==> src/rmii_timing_pkg.sv <==
// Shared types and timing constants for the transceiver-side RMII block.
package rmii_timing_pkg;

    localparam int CLK_PERIOD_NS = 10;
    localparam int REF_PERIOD_NS = 20;
    localparam int BIT_TIME_NS = 10;
    localparam int TX_LAT_BITS = 11;
    localparam int CRS_ON_TENTH_BITS = 185;
    localparam int CRS_OFF_BITS = 27;
    localparam int DATA_LAT_BITS = 38;

    localparam int TX_CYC = (TX_LAT_BITS * BIT_TIME_NS) / CLK_PERIOD_NS;
    localparam int CRS_ON_CYC = (CRS_ON_TENTH_BITS * BIT_TIME_NS
                                 + 10 * CLK_PERIOD_NS - 1)
                                / (10 * CLK_PERIOD_NS);
    localparam int CRS_OFF_CYC = (CRS_OFF_BITS * BIT_TIME_NS) / CLK_PERIOD_NS;
    localparam int DATA_CYC = (DATA_LAT_BITS * BIT_TIME_NS) / CLK_PERIOD_NS;

    localparam logic [1:0] EB_DEFAULT = 2'h1;
    localparam int EB_STEP_CYC = 4;
    localparam int DATA_LINE_LEN = DATA_CYC + 2 * EB_STEP_CYC;
    localparam int BUF_DEPTH = 2;

    typedef struct packed {
        logic en;
        logic [1:0] data;
    } tx_dibit_type;

    typedef struct packed {
        logic err;
        logic [1:0] data;
    } rx_dibit_type;

    typedef struct packed {
        logic valid;
        rx_dibit_type dibit;
    } rx_tap_type;

endpackage

==> src/two_entry_buffer.sv <==
// Small valid/ready FIFO used on the receive dibit path.
`timescale 1ns/1ps
module two_entry_buffer #(
    parameter int WIDTH = 3,
    parameter int DEPTH = 2
) (
    // Clock and reset.
    input wire logic clock,
    input wire logic sys_rst,
    // Filling side.
    input wire logic in_valid,
    output logic in_ready,
    input wire logic [WIDTH-1:0] in_data,
    // Draining side.
    output logic out_valid,
    input wire logic out_ready,
    output logic [WIDTH-1:0] out_data
);
    localparam int PW = (DEPTH > 1) ? $clog2(DEPTH) : 1;

    logic [WIDTH-1:0] mem_ff [DEPTH];
    logic [PW-1:0] wr_ff;
    logic [PW-1:0] rd_ff;
    logic [PW:0] cnt_ff;
    wire push = in_valid && in_ready;
    wire pop = out_valid && out_ready;

    function automatic logic [PW-1:0] next_ptr(input logic [PW-1:0] p);
        next_ptr = (p == PW'(DEPTH - 1)) ? '0 : p + PW'(1);
    endfunction

    assign in_ready = cnt_ff != (PW + 1)'(DEPTH);
    assign out_valid = cnt_ff != '0;
    assign out_data = mem_ff[rd_ff];

    always_ff @(posedge clock) begin
        if (push) begin
            mem_ff[wr_ff] <= in_data;
        end
    end

    always_ff @(posedge clock) begin
        if (sys_rst) begin
            wr_ff <= '0;
            rd_ff <= '0;
            cnt_ff <= '0;
        end else begin
            if (push) begin
                wr_ff <= next_ptr(wr_ff);
            end
            if (pop) begin
                rd_ff <= next_ptr(rd_ff);
            end
            cnt_ff <= cnt_ff + (PW + 1)'(push) - (PW + 1)'(pop);
        end
    end
endmodule

==> src/rmii_phy_side.sv <==
// Transceiver-side reduced MII transmit and receive timing.
// Overview of operation
// One 50 MHz reference clock for both directions.
// MAC sets dibits for reference rising capture.
// Transmit reaches line 11 bit times later.
// Receive outputs change on reference rising edge.
// Carrier valid rises 18.5 bits after start.
// Carrier valid first falls 27 bits after end.
// Receive data and error emerge after 38 bits.
// Latencies hold at default elastic buffer setting.
// Carrier valid rises without waiting for reference.
// Carrier valid may toggle synchronously at frame end.
// Auxiliary synchronous valid marks every delivered dibit.
// One bit time equals 10 ns.
// Tail alternates low odd, high even, until drained.
`timescale 1ns/1ps
module rmii_phy_side
    import rmii_timing_pkg::*;
(
    // Clock and reset.
    input wire logic clock,
    input wire logic sys_rst,
    // Reference clock from the board.
    input wire logic ref_clock_in,
    // Transmit dibits from the MAC.
    input wire logic tx_en,
    input wire logic [1:0] txd,
    // Receive dibits to the MAC.
    output logic crs_dv,
    output logic [1:0] rxd,
    output logic rx_er,
    output logic aux_receive_valid,
    // Line transmit side.
    output logic line_tx_en,
    output logic [1:0] line_tx_data,
    // Line receive side from the symbol decoder.
    input wire logic rx_line_valid,
    input wire logic [1:0] rx_line_data,
    input wire logic rx_line_err,
    input wire logic rx_sos,
    input wire logic rx_eos,
    // Configuration and status.
    input wire logic [1:0] eb_setting,
    output logic rx_overrun
);
    logic ref_meta_ff;
    logic ref_s_ff;
    logic ref_prev_ff;
    tx_dibit_type tx_meta_ff;
    tx_dibit_type tx_s_ff;
    logic [1:0] eb_meta_ff;
    logic [1:0] eb_s_ff;
    tx_dibit_type tx_cap_ff;
    tx_dibit_type tx_line_ff [TX_CYC - 2];
    tx_dibit_type line_tx_ff;
    logic [CRS_ON_CYC-2:0] sos_line_ff;
    logic [CRS_OFF_CYC-2:0] eos_line_ff;
    rx_tap_type data_line_ff [DATA_LINE_LEN];
    logic crs_dv_ff;
    logic tail_ff;
    logic phase_ff;
    rx_dibit_type rx_out_ff;
    logic aux_valid_ff;
    logic overrun_ff;
    logic line_pending;

    function automatic int eb_tap(input logic [1:0] eb);
        eb_tap = DATA_CYC - 1 + (int'(eb) - 1) * EB_STEP_CYC;
    endfunction

    wire ref_rise = ref_s_ff && !ref_prev_ff;
    wire sos_hit = sos_line_ff[CRS_ON_CYC-2];
    wire eos_hit = eos_line_ff[CRS_OFF_CYC-2];
    wire rx_tap_type data_tap = data_line_ff[eb_tap(eb_s_ff)];
    wire buf_in_valid = data_tap.valid;
    wire buf_in_ready;
    wire buf_out_valid;
    wire [$bits(rx_dibit_type)-1:0] buf_out_bits;
    wire rx_dibit_type buf_out = rx_dibit_type'(buf_out_bits);

    // Dibits still in the delay line keep the carrier tail open.
    always_comb begin
        line_pending = 1'b0;
        for (int i = 0; i < DATA_LINE_LEN; i++) begin
            if (i <= eb_tap(eb_s_ff) && data_line_ff[i].valid) begin
                line_pending = 1'b1;
            end
        end
    end

    two_entry_buffer #(
        .WIDTH($bits(rx_dibit_type)),
        .DEPTH(BUF_DEPTH)
    ) rx_buffer (
        .clock(clock),
        .sys_rst(sys_rst),
        .in_valid(buf_in_valid),
        .in_ready(buf_in_ready),
        .in_data(data_tap.dibit),
        .out_valid(buf_out_valid),
        .out_ready(ref_rise),
        .out_data(buf_out_bits)
    );

    assign crs_dv = crs_dv_ff;
    assign rxd = rx_out_ff.data;
    assign rx_er = rx_out_ff.err;
    assign aux_receive_valid = aux_valid_ff;
    assign line_tx_en = line_tx_ff.en;
    assign line_tx_data = line_tx_ff.data;
    assign rx_overrun = overrun_ff;

    // Pin synchronisers and reference edge finder.
    always_ff @(posedge clock) begin
        if (sys_rst) begin
            ref_meta_ff <= 1'b0;
            ref_s_ff <= 1'b0;
            ref_prev_ff <= 1'b0;
            tx_meta_ff <= '0;
            tx_s_ff <= '0;
            eb_meta_ff <= EB_DEFAULT;
            eb_s_ff <= EB_DEFAULT;
        end else begin
            ref_meta_ff <= ref_clock_in;
            ref_s_ff <= ref_meta_ff;
            ref_prev_ff <= ref_s_ff;
            tx_meta_ff <= '{en: tx_en, data: txd};
            tx_s_ff <= tx_meta_ff;
            eb_meta_ff <= eb_setting;
            eb_s_ff <= eb_meta_ff;
        end
    end

    // Transmit capture and fixed line latency.
    always_ff @(posedge clock) begin
        if (sys_rst) begin
            tx_cap_ff <= '0;
            line_tx_ff <= '0;
            for (int i = 0; i < TX_CYC - 2; i++) begin
                tx_line_ff[i] <= '0;
            end
        end else begin
            if (ref_rise) begin
                tx_cap_ff <= tx_s_ff;
            end
            tx_line_ff[0] <= tx_cap_ff;
            for (int i = 1; i < TX_CYC - 2; i++) begin
                tx_line_ff[i] <= tx_line_ff[i-1];
            end
            line_tx_ff <= tx_line_ff[TX_CYC-3];
        end
    end

    // Receive delay lines for stream markers and dibits.
    always_ff @(posedge clock) begin
        if (sys_rst) begin
            sos_line_ff <= '0;
            eos_line_ff <= '0;
            for (int i = 0; i < DATA_LINE_LEN; i++) begin
                data_line_ff[i] <= '0;
            end
        end else begin
            sos_line_ff <= {sos_line_ff[CRS_ON_CYC-3:0], rx_sos};
            eos_line_ff <= {eos_line_ff[CRS_OFF_CYC-3:0], rx_eos};
            data_line_ff[0] <= '{valid: rx_line_valid,
                                 dibit: '{err: rx_line_err,
                                          data: rx_line_data}};
            for (int i = 1; i < DATA_LINE_LEN; i++) begin
                data_line_ff[i] <= data_line_ff[i-1];
            end
        end
    end

    // Carrier valid: immediate rise, synchronous toggle while draining.
    always_ff @(posedge clock) begin
        if (sys_rst) begin
            crs_dv_ff <= 1'b0;
            tail_ff <= 1'b0;
            phase_ff <= 1'b0;
        end else if (sos_hit) begin
            crs_dv_ff <= 1'b1;
            tail_ff <= 1'b0;
        end else if (eos_hit) begin
            crs_dv_ff <= 1'b0;
            tail_ff <= 1'b1;
            phase_ff <= 1'b0;
        end else if (tail_ff && ref_rise) begin
            if (buf_out_valid) begin
                crs_dv_ff <= phase_ff;
                phase_ff <= !phase_ff;
            end else if (!line_pending) begin
                crs_dv_ff <= 1'b0;
                tail_ff <= 1'b0;
            end
        end
    end

    // Receive outputs update only on reference rising edges; the overrun flag updates every cycle.
    always_ff @(posedge clock) begin
        if (sys_rst) begin
            rx_out_ff <= '0;
            aux_valid_ff <= 1'b0;
            overrun_ff <= 1'b0;
        end else begin
            if (ref_rise) begin
                rx_out_ff <= buf_out_valid ? buf_out : '0;
                aux_valid_ff <= buf_out_valid;
            end
            overrun_ff <= buf_in_valid && !buf_in_ready;
        end
    end

    AST_REF_EDGE: assert property (@(posedge clock)
        disable iff (sys_rst)
        ref_rise |=> !ref_rise)
        else $error("Reference rise seen on two adjacent cycles.");

    AST_TX_LAT: assert property (@(posedge clock)
        disable iff (sys_rst)
        ref_rise |-> ##11 (line_tx_en == $past(tx_s_ff.en, 11)
                           && line_tx_data == $past(tx_s_ff.data, 11)))
        else $error("Transmit dibit not on line 11 cycles after capture.");

    AST_RX_HOLD: assert property (@(posedge clock)
        disable iff (sys_rst)
        !$past(ref_rise) |-> ($stable(rxd) && $stable(rx_er)
                              && $stable(aux_receive_valid)))
        else $error("Receive output changed away from a reference edge.");

    AST_CRS_ON: assert property (@(posedge clock)
        disable iff (sys_rst)
        (rx_sos && !$past(rx_eos, 8)) |-> ##19 crs_dv)
        else $error("Carrier valid not high 19 cycles after stream start.");

    AST_CRS_OFF: assert property (@(posedge clock)
        disable iff (sys_rst)
        (rx_eos ##8 !rx_sos) |-> ##19 (!crs_dv && tail_ff))
        else $error("Carrier valid not low 27 cycles after stream end.");

    AST_DATA_LAT: assert property (@(posedge clock)
        disable iff (sys_rst)
        (rx_line_valid && eb_s_ff == EB_DEFAULT) |-> ##38 buf_in_valid)
        else $error("Receive dibit not buffered 38 cycles after arrival.");

    AST_AUX_VALID: assert property (@(posedge clock)
        disable iff (sys_rst)
        ref_rise |=> (aux_receive_valid == $past(buf_out_valid)))
        else $error("Auxiliary valid does not follow delivered dibit.");

    AST_TOGGLE: assert property (@(posedge clock)
        disable iff (sys_rst)
        (ref_rise && tail_ff && buf_out_valid && !sos_hit && !eos_hit)
        |=> (crs_dv == $past(phase_ff) && phase_ff != $past(phase_ff)))
        else $error("Carrier valid did not alternate while draining.");

    AST_TAIL_END: assert property (@(posedge clock)
        disable iff (sys_rst)
        (ref_rise && tail_ff && !buf_out_valid && !line_pending
         && !sos_hit && !eos_hit)
        |=> (!crs_dv && !tail_ff))
        else $error("Carrier valid not low once the buffer drained.");
endmodule

==> config.mk <==
export PLATFORM = sky130hd
export DESIGN_NAME = rmii_phy_side
export DESIGN_NICKNAME = d
export VERILOG_FILES = /design/src/rmii_timing_pkg.sv /design/src/two_entry_buffer.sv /design/src/rmii_phy_side.sv
export SDC_FILE = /design/constraint.sdc
export NUM_CORES = 1
export LEC_CHECK = 0
export ABC_AREA = 1
export BUFFER_PORTS_ARGS = -buffer_cell sky130_fd_sc_hd__buf_2
export CORE_MARGIN = 2
export CORE_UTILIZATION = 25
export DETAILED_ROUTE_END_ITERATION = 10
export MAX_ROUTING_LAYER = met4
export PLACE_DENSITY_LB_ADDON = 0.15
export RECOVER_POWER = 50
export SKIP_CTS_REPAIR_TIMING = 1
export SLEW_MARGIN = 20
export SYNTH_ARGS = -nofsm -noshare
export SYNTH_HDL_FRONTEND = slang
export SYNTH_SLANG_ARGS = --single-unit
==> constraint.sdc <==
create_clock -name clock -period 3.2 [get_ports clock]
set_clock_uncertainty 0.05 [all_clocks]
set_input_delay 0.32 -clock clock [delete_from_list [all_inputs] [get_ports clock]]
set_output_delay 0.32 -clock clock [all_outputs]
set_load 0.05 [all_outputs]
==> results.toml, run 1 <==
[status]
status = "finished with violations"
violations = "hold timing, capacitance limit, slew limit"

[critical_path]
path_class = "input port to flip-flop"
crit_family = "buffers and inverters"
path_cells = "clkbuf_2, clkbuf_4, nor2_1"
critPathLaunchType = "input port"
crit_fanout = 102
cp_data_required_time_ns = 3.47
arrival_ns = 2.72
max_stage_delay_ns = 1.11
worst-path-buf-inv = 2
end_kind = "flip-flop"
critPathSlowestCell = "clkbuf_2"

[placement]
dpl.hpwl_mm = 8.17
io_buffers = 22
gp_congestion = 0.707

[floorplanning]
core_area_sq_mm = 0.0357
rows = 69
start_util = 0.255
ios = 23
die_w_microns = 195
die_y_microns = 195
dieArea_sq_mm = 0.0379

[detailed_routing]
drt_pass1_iterations = 4
vias = 5542
drc_errors = 0
antenna_left = 0
wire_per_inst_microns = 8.90
via_per_inst = 3.53
wirelength_mm = 14.0
drt_iter0_drc = 211

[pwr]
power_w = 0.00755
leakage_nw = 4.32
ir_drop_uv = 230
cellPowerDensity_mw_per_mm2 = 698

[flow_run]
cap_viol_max_count = 1

[synth]
syn_nets = 1069
yosysTopAreaCell = "dfxtp_1"
ys_ff_latch = 293
synth_top_area_frac = 0.632
netlist_top_cells_area = "dfxtp_1 63%, nor2_1 12%, inv_1 12%"
synth-async-reset-ratio = 0
synth_cells = 1046
synth_ff_type = "dfxtp_1"
syn-mean-instance-area_sq_um = 8.69
yosysSeqAreaShare = 0.652
ys_types = 35
netlist_area_sq_mm = 0.00909
synth_warnings = 0
synth_most_common_cell = "nor2_1"
synth_common_cells = "301 x nor2_1, 287 x dfxtp_1, 285 x inv_1"
synth_edf_count = 6

[global_routing]
first_global_vias = 5188
grt_antenna_before_repair = 0
grt_max_degree = 103
grt_pass1_wl_mm = 24.5
grt-ovfl-total = 0
grtUsageTotal = 0.0799

[layout]
fin_nets = 1106
multi_input_area_sq_mm = 0.00191
antenna_cells = 0
drive_above_1_share = 0.0912
fill_cells = 3836
syn_to_final_growth_pct = 19.0
regArea_sq_mm = 0.00593

[clock_network]
clkTransAtPathRegs_ns = 0.06
cts_sinks = 293
cts-buffers-inserted = 34
cts_tree = "done"
clock_latency_ns = 0.50
cts_max_level = 2
cts_root_buf = "clkbuf_16"
clockBufferDepth = 3

[sta]
hold_viol_final = 1
setup_viol = 0
maxSlewViolCount = 82
fin_crit_sh = 0.767
fin_setup_tns_ns = 0
fmax_mhz = 407
timing.final.crit_period_ns = 2.45
relSlewSlack = -0.0707
worstMarginPinSlew_ns = 1.61
holdWs_ns = -0.00795
rsz0062_at_grt = "no"

[worst_hold_path]
hp-class = "input port to flip-flop"
==> sequential cells by signal, indices dropped and copies added, names as in the netlist, 3 cells and up, named ones only <==
register / cells
data_line_ff: 184
tx_line_ff: 27
eos_line_ff: 26
sos_line_ff: 18
rx_buffer.mem_ff: 6
tx_cap_ff: 3
tx_meta_ff: 3
tx_s_ff: 3
==> metrics by stage <==
stage	cell area [sq um]	instances	util	worst slack (ns)
2_1_floorplan	9090	1046	-	0.933
3_3_place_gp	9670	1498	0.271	0.865
3_5_place_dp	9670	1498	0.271	0.852
4_1_cts	10800	1558	0.302	0.832
5_1_grt	10800	1568	0.303	0.375
6_report	10800	1568	0.303	0.745
==> cells by family after synthesis <==
family	share of synthesized area
buffers and inverters	0.139
flip-flops	0.652
AND/OR/NAND/NOR	0.162
adder cells (fa/ha/maj)	0.0124
multiplexers	0.00372
AO/OA/AOI/OAI	0.0308
XOR/XNOR	0.000963
==> where the power goes <==
part / internal (W) / leakage [nW] / switching (W)
clock network: 0.00223 / 0.530 / 0.00143
registers: 0.00370 / 2.37 / 0.0000144
logic: 0.0000530 / 1.42 / 0.000129
total: 0.00598 / 4.32 / 0.00158
==> routing by layer <==
layer | track usage | up-vias | part of all wire
met5 | - | - | 0
met4 | 0.0373 | 0 | 0.034
met3 | 0.0213 | 38 | 0.044
met2 | 0.117 | 64 | 0.41
met1 | 0.102 | 2419 | 0.51
li1 | - | 3021 | -
==> path summary, 6_finish.rpt <==
path	from	end	slack, ns	depth (start not counted)
worst min-delay path	rx_eos	eos_line_ff[0]	-0.008	3
worst min register to register	data_line_ff[27][2]	data_line_ff[28][2]	0.33	2
worst max-delay path	sys_rst	data_line_ff[34][1]	0.75	3
worst max register to register	eb_s_ff[1]	rx_buffer.cnt_ff[1]	0.83	11
==> cell type report <==
type / count / area share
inverter: 290 / 0.102
tap: 461 / 0.0533
sequential: 293 / 0.548
timing repair buffer: 35 / 0.0215
clock buffer: 49 / 0.0914
multi-input combinational: 429 / 0.176
clock inverter: 11 / 0.00821
==> worst reg2reg max path, stage by stage, from the launching register on <==
cell	delay [ns]
dfxtp_1	0.40
inv_1	0.08
ha_1	0.18
ha_1	0.38
inv_1	0.20
o2111ai_2	0.20
o211ai_4	0.15
inv_4	0.05
ha_1	0.20
xor2_1	0.15
o21ai_0	0.14
a21oi_1	0.05
==> layout by cell type, fill, tap and decap left out, types with 10 or more instances in the layout <==
master and n:
inv_1 285, buf_2 21, nor2_1 301, dfxtp_1 287
a21oi_1 18, dlygate4sd3_1 10, o21ai_0 14, clkbuf_16 35
nand2_1 44
Note: power is estimated with default switching activity, not from simulation.
==> run 2, diff against run 1 <==
==> constraint.sdc (replaced) <==
create_clock -name clock -period 2.34 [get_ports clock]
set_clock_uncertainty 0.05 [all_clocks]
set_input_delay 0.234 -clock clock [delete_from_list [all_inputs] [get_ports clock]]
set_output_delay 0.234 -clock clock [all_outputs]
set_load 0.05 [all_outputs]
==> results.toml, run 2 (synthesis results as in run 1) <==
[detailed_routing]
via_per_inst = 3.56
drt_iter0_drc = 195
antenna_left = 0
drc_errors = 0
wire_per_inst_microns = 9.04
drt_pass1_iterations = 4
vias = 5603
wirelength_mm = 14.2

[global_routing]
gr-usage-met3 = 0.0210
grt-ovfl-total = 0
grt_max_degree = 104
busiest_layer = "met2"
grtUsageMet1 = 0.103
use_met2 = 0.124
grtUsageTotal = 0.0813
grt_pass1_wl_mm = 25.0
first_global_vias = 5244
grt_antenna_before_repair = 0

[clock_network]
clockBufferDepth = 3
cts_sinks = 293
cts-buffers-inserted = 31
clock_latency_ns = 0.56
cts_tree = "done"
cts_max_level = 1
clkTransAtPathRegs_ns = 0.06
cts_root_buf = "clkbuf_16"

[status]
status = "completed"

[sta]
maxSlewViolCount = 0
setup_viol = 0
fmax_mhz = 454
fin_crit_sh = 0.942
fin_setup_tns_ns = 0
relSlewSlack = 0.198
worstMarginPinSlew_ns = 1.20
rsz0062_at_grt = "no"
hold_viol_final = 0
timing.final.crit_period_ns = 2.20

[pwr]
ir_drop_uv = 529
leakage_nw = 4.38
cellPowerDensity_mw_per_mm2 = 968

[placement]
io_buffers = 22
dpl.hpwl_mm = 8.38
dpl_cell_area_sq_mm = 0.00972
gp_congestion = 0.760

[layout]
fill_cells = 3809
regMostFlops = "data_line_ff"
final_common_cell = "nor2_1"
reg.largest.list = "data_line_ff x184, tx_line_ff x27, eos_line_ff x26"
fin_nets = 1111
largest_register_ffs = 184
drive_above_1_share = 0.0980
layout_common_cells = "301 x nor2_1, 286 x dfxtp_1, 285 x inv_1"
antenna_cells = 0
syn_to_final_growth_pct = 20.1
stdcell_area_sq_mm = 0.0109

[critical_path]
cp_data_required_time_ns = 2.74
r2r_slack_ns = 0.14
arrival_ns = 2.60
crit_fanout = 9
critPathLaunchType = "flip-flop"
path_class = "flip-flop to flip-flop"
end_kind = "flip-flop"

[floorplanning]
dieArea_sq_mm = 0.0379
die_w_microns = 195
core_area_sq_mm = 0.0357
die_y_microns = 195
rows = 69
ios = 23
start_util = 0.255

[flow_run]
cap_viol_max_count = 0

[worst_hold_path]
hp-class = "flip-flop to flip-flop"
==> run 2: cell count changes in the layout (fill, tap and decap cells not counted), sizes merged <==
cell	before	now
clkinvlp	2	1
buf	22	26
clkbuf	52	50
dlygate4sd3	10	12
clkinv	7	3
bufinv	1	5
inv	291	293
==> run 2: final cells by class <==
type                            instances  area, sq um  area share
Clock buffer                           45          918      0.0841
Multi-Input combinational cell        429         1910       0.175
Tap cell                              461          577      0.0528
Clock inverter                         12          199      0.0182
Sequential cell                       293         5930       0.543
Inverter                              290         1100       0.101
Timing Repair Buffer                   43          290      0.0266
==> run 2: path summary, 6_finish.rpt <==
| kind | start | to | cells after the start |
|---|---|---|---|
| max | eb_s_ff[0] | rx_buffer.cnt_ff[1] | 13 |
| min | data_line_ff[24][0] | data_line_ff[25][0] | 2 |
| max reg2reg | eb_s_ff[0] | rx_buffer.cnt_ff[1] | 13 |
| min reg2reg | data_line_ff[24][0] | data_line_ff[25][0] | 2 |
==> run 2: metal layers <==
layer / part of all wire / wire length [microns]
met5: 0 / 0
met4: 0.033 / 465
met3: 0.041 / 590
met2: 0.42 / 6020
met1: 0.50 / 7140
==> run 2: power by group <==
part | switching (W) | leakage [nW] | internal, W
Combinational | 0.000180 | 1.45 | 0.0000801
Sequential | 0.0000189 | 2.37 | 0.00505
Clock | 0.00196 | 0.549 | 0.00327
Total | 0.00216 | 4.38 | 0.00840
==> run 2: through the flow <==
step / utilization / hold slack [ns] / std cells / setup WS (ns) / power (W)
global route: 0.306 / 0.336 / 1573 / 0.0114 / 0.0110
CTS: 0.304 / -0.222 / 1561 / 0.0113 / 0.0108
floorplan: - / 0.288 / 1046 / 0.0728 / 0.00537
detailed placement: 0.273 / 0.342 / 1504 / 0.0264 / 0.00544
global placement: 0.273 / 0.339 / 1504 / 0.0626 / 0.00544
finish: 0.306 / 0.328 / 1573 / 0.135 / 0.0106
==> run 2: worst max-delay path, stage by stage, from the launching register on <==
cell,delay (ns)
dfxtp_2,0.37
inv_6,0.06
ha_2,0.38
nand2_4,0.11
nand2_2,0.11
inv_4,0.06
nand2_2,0.05
o2111ai_2,0.15
o211ai_4,0.16
inv_4,0.05
ha_1,0.20
xor2_1,0.15
o21ai_0,0.14
a21oi_1,0.05
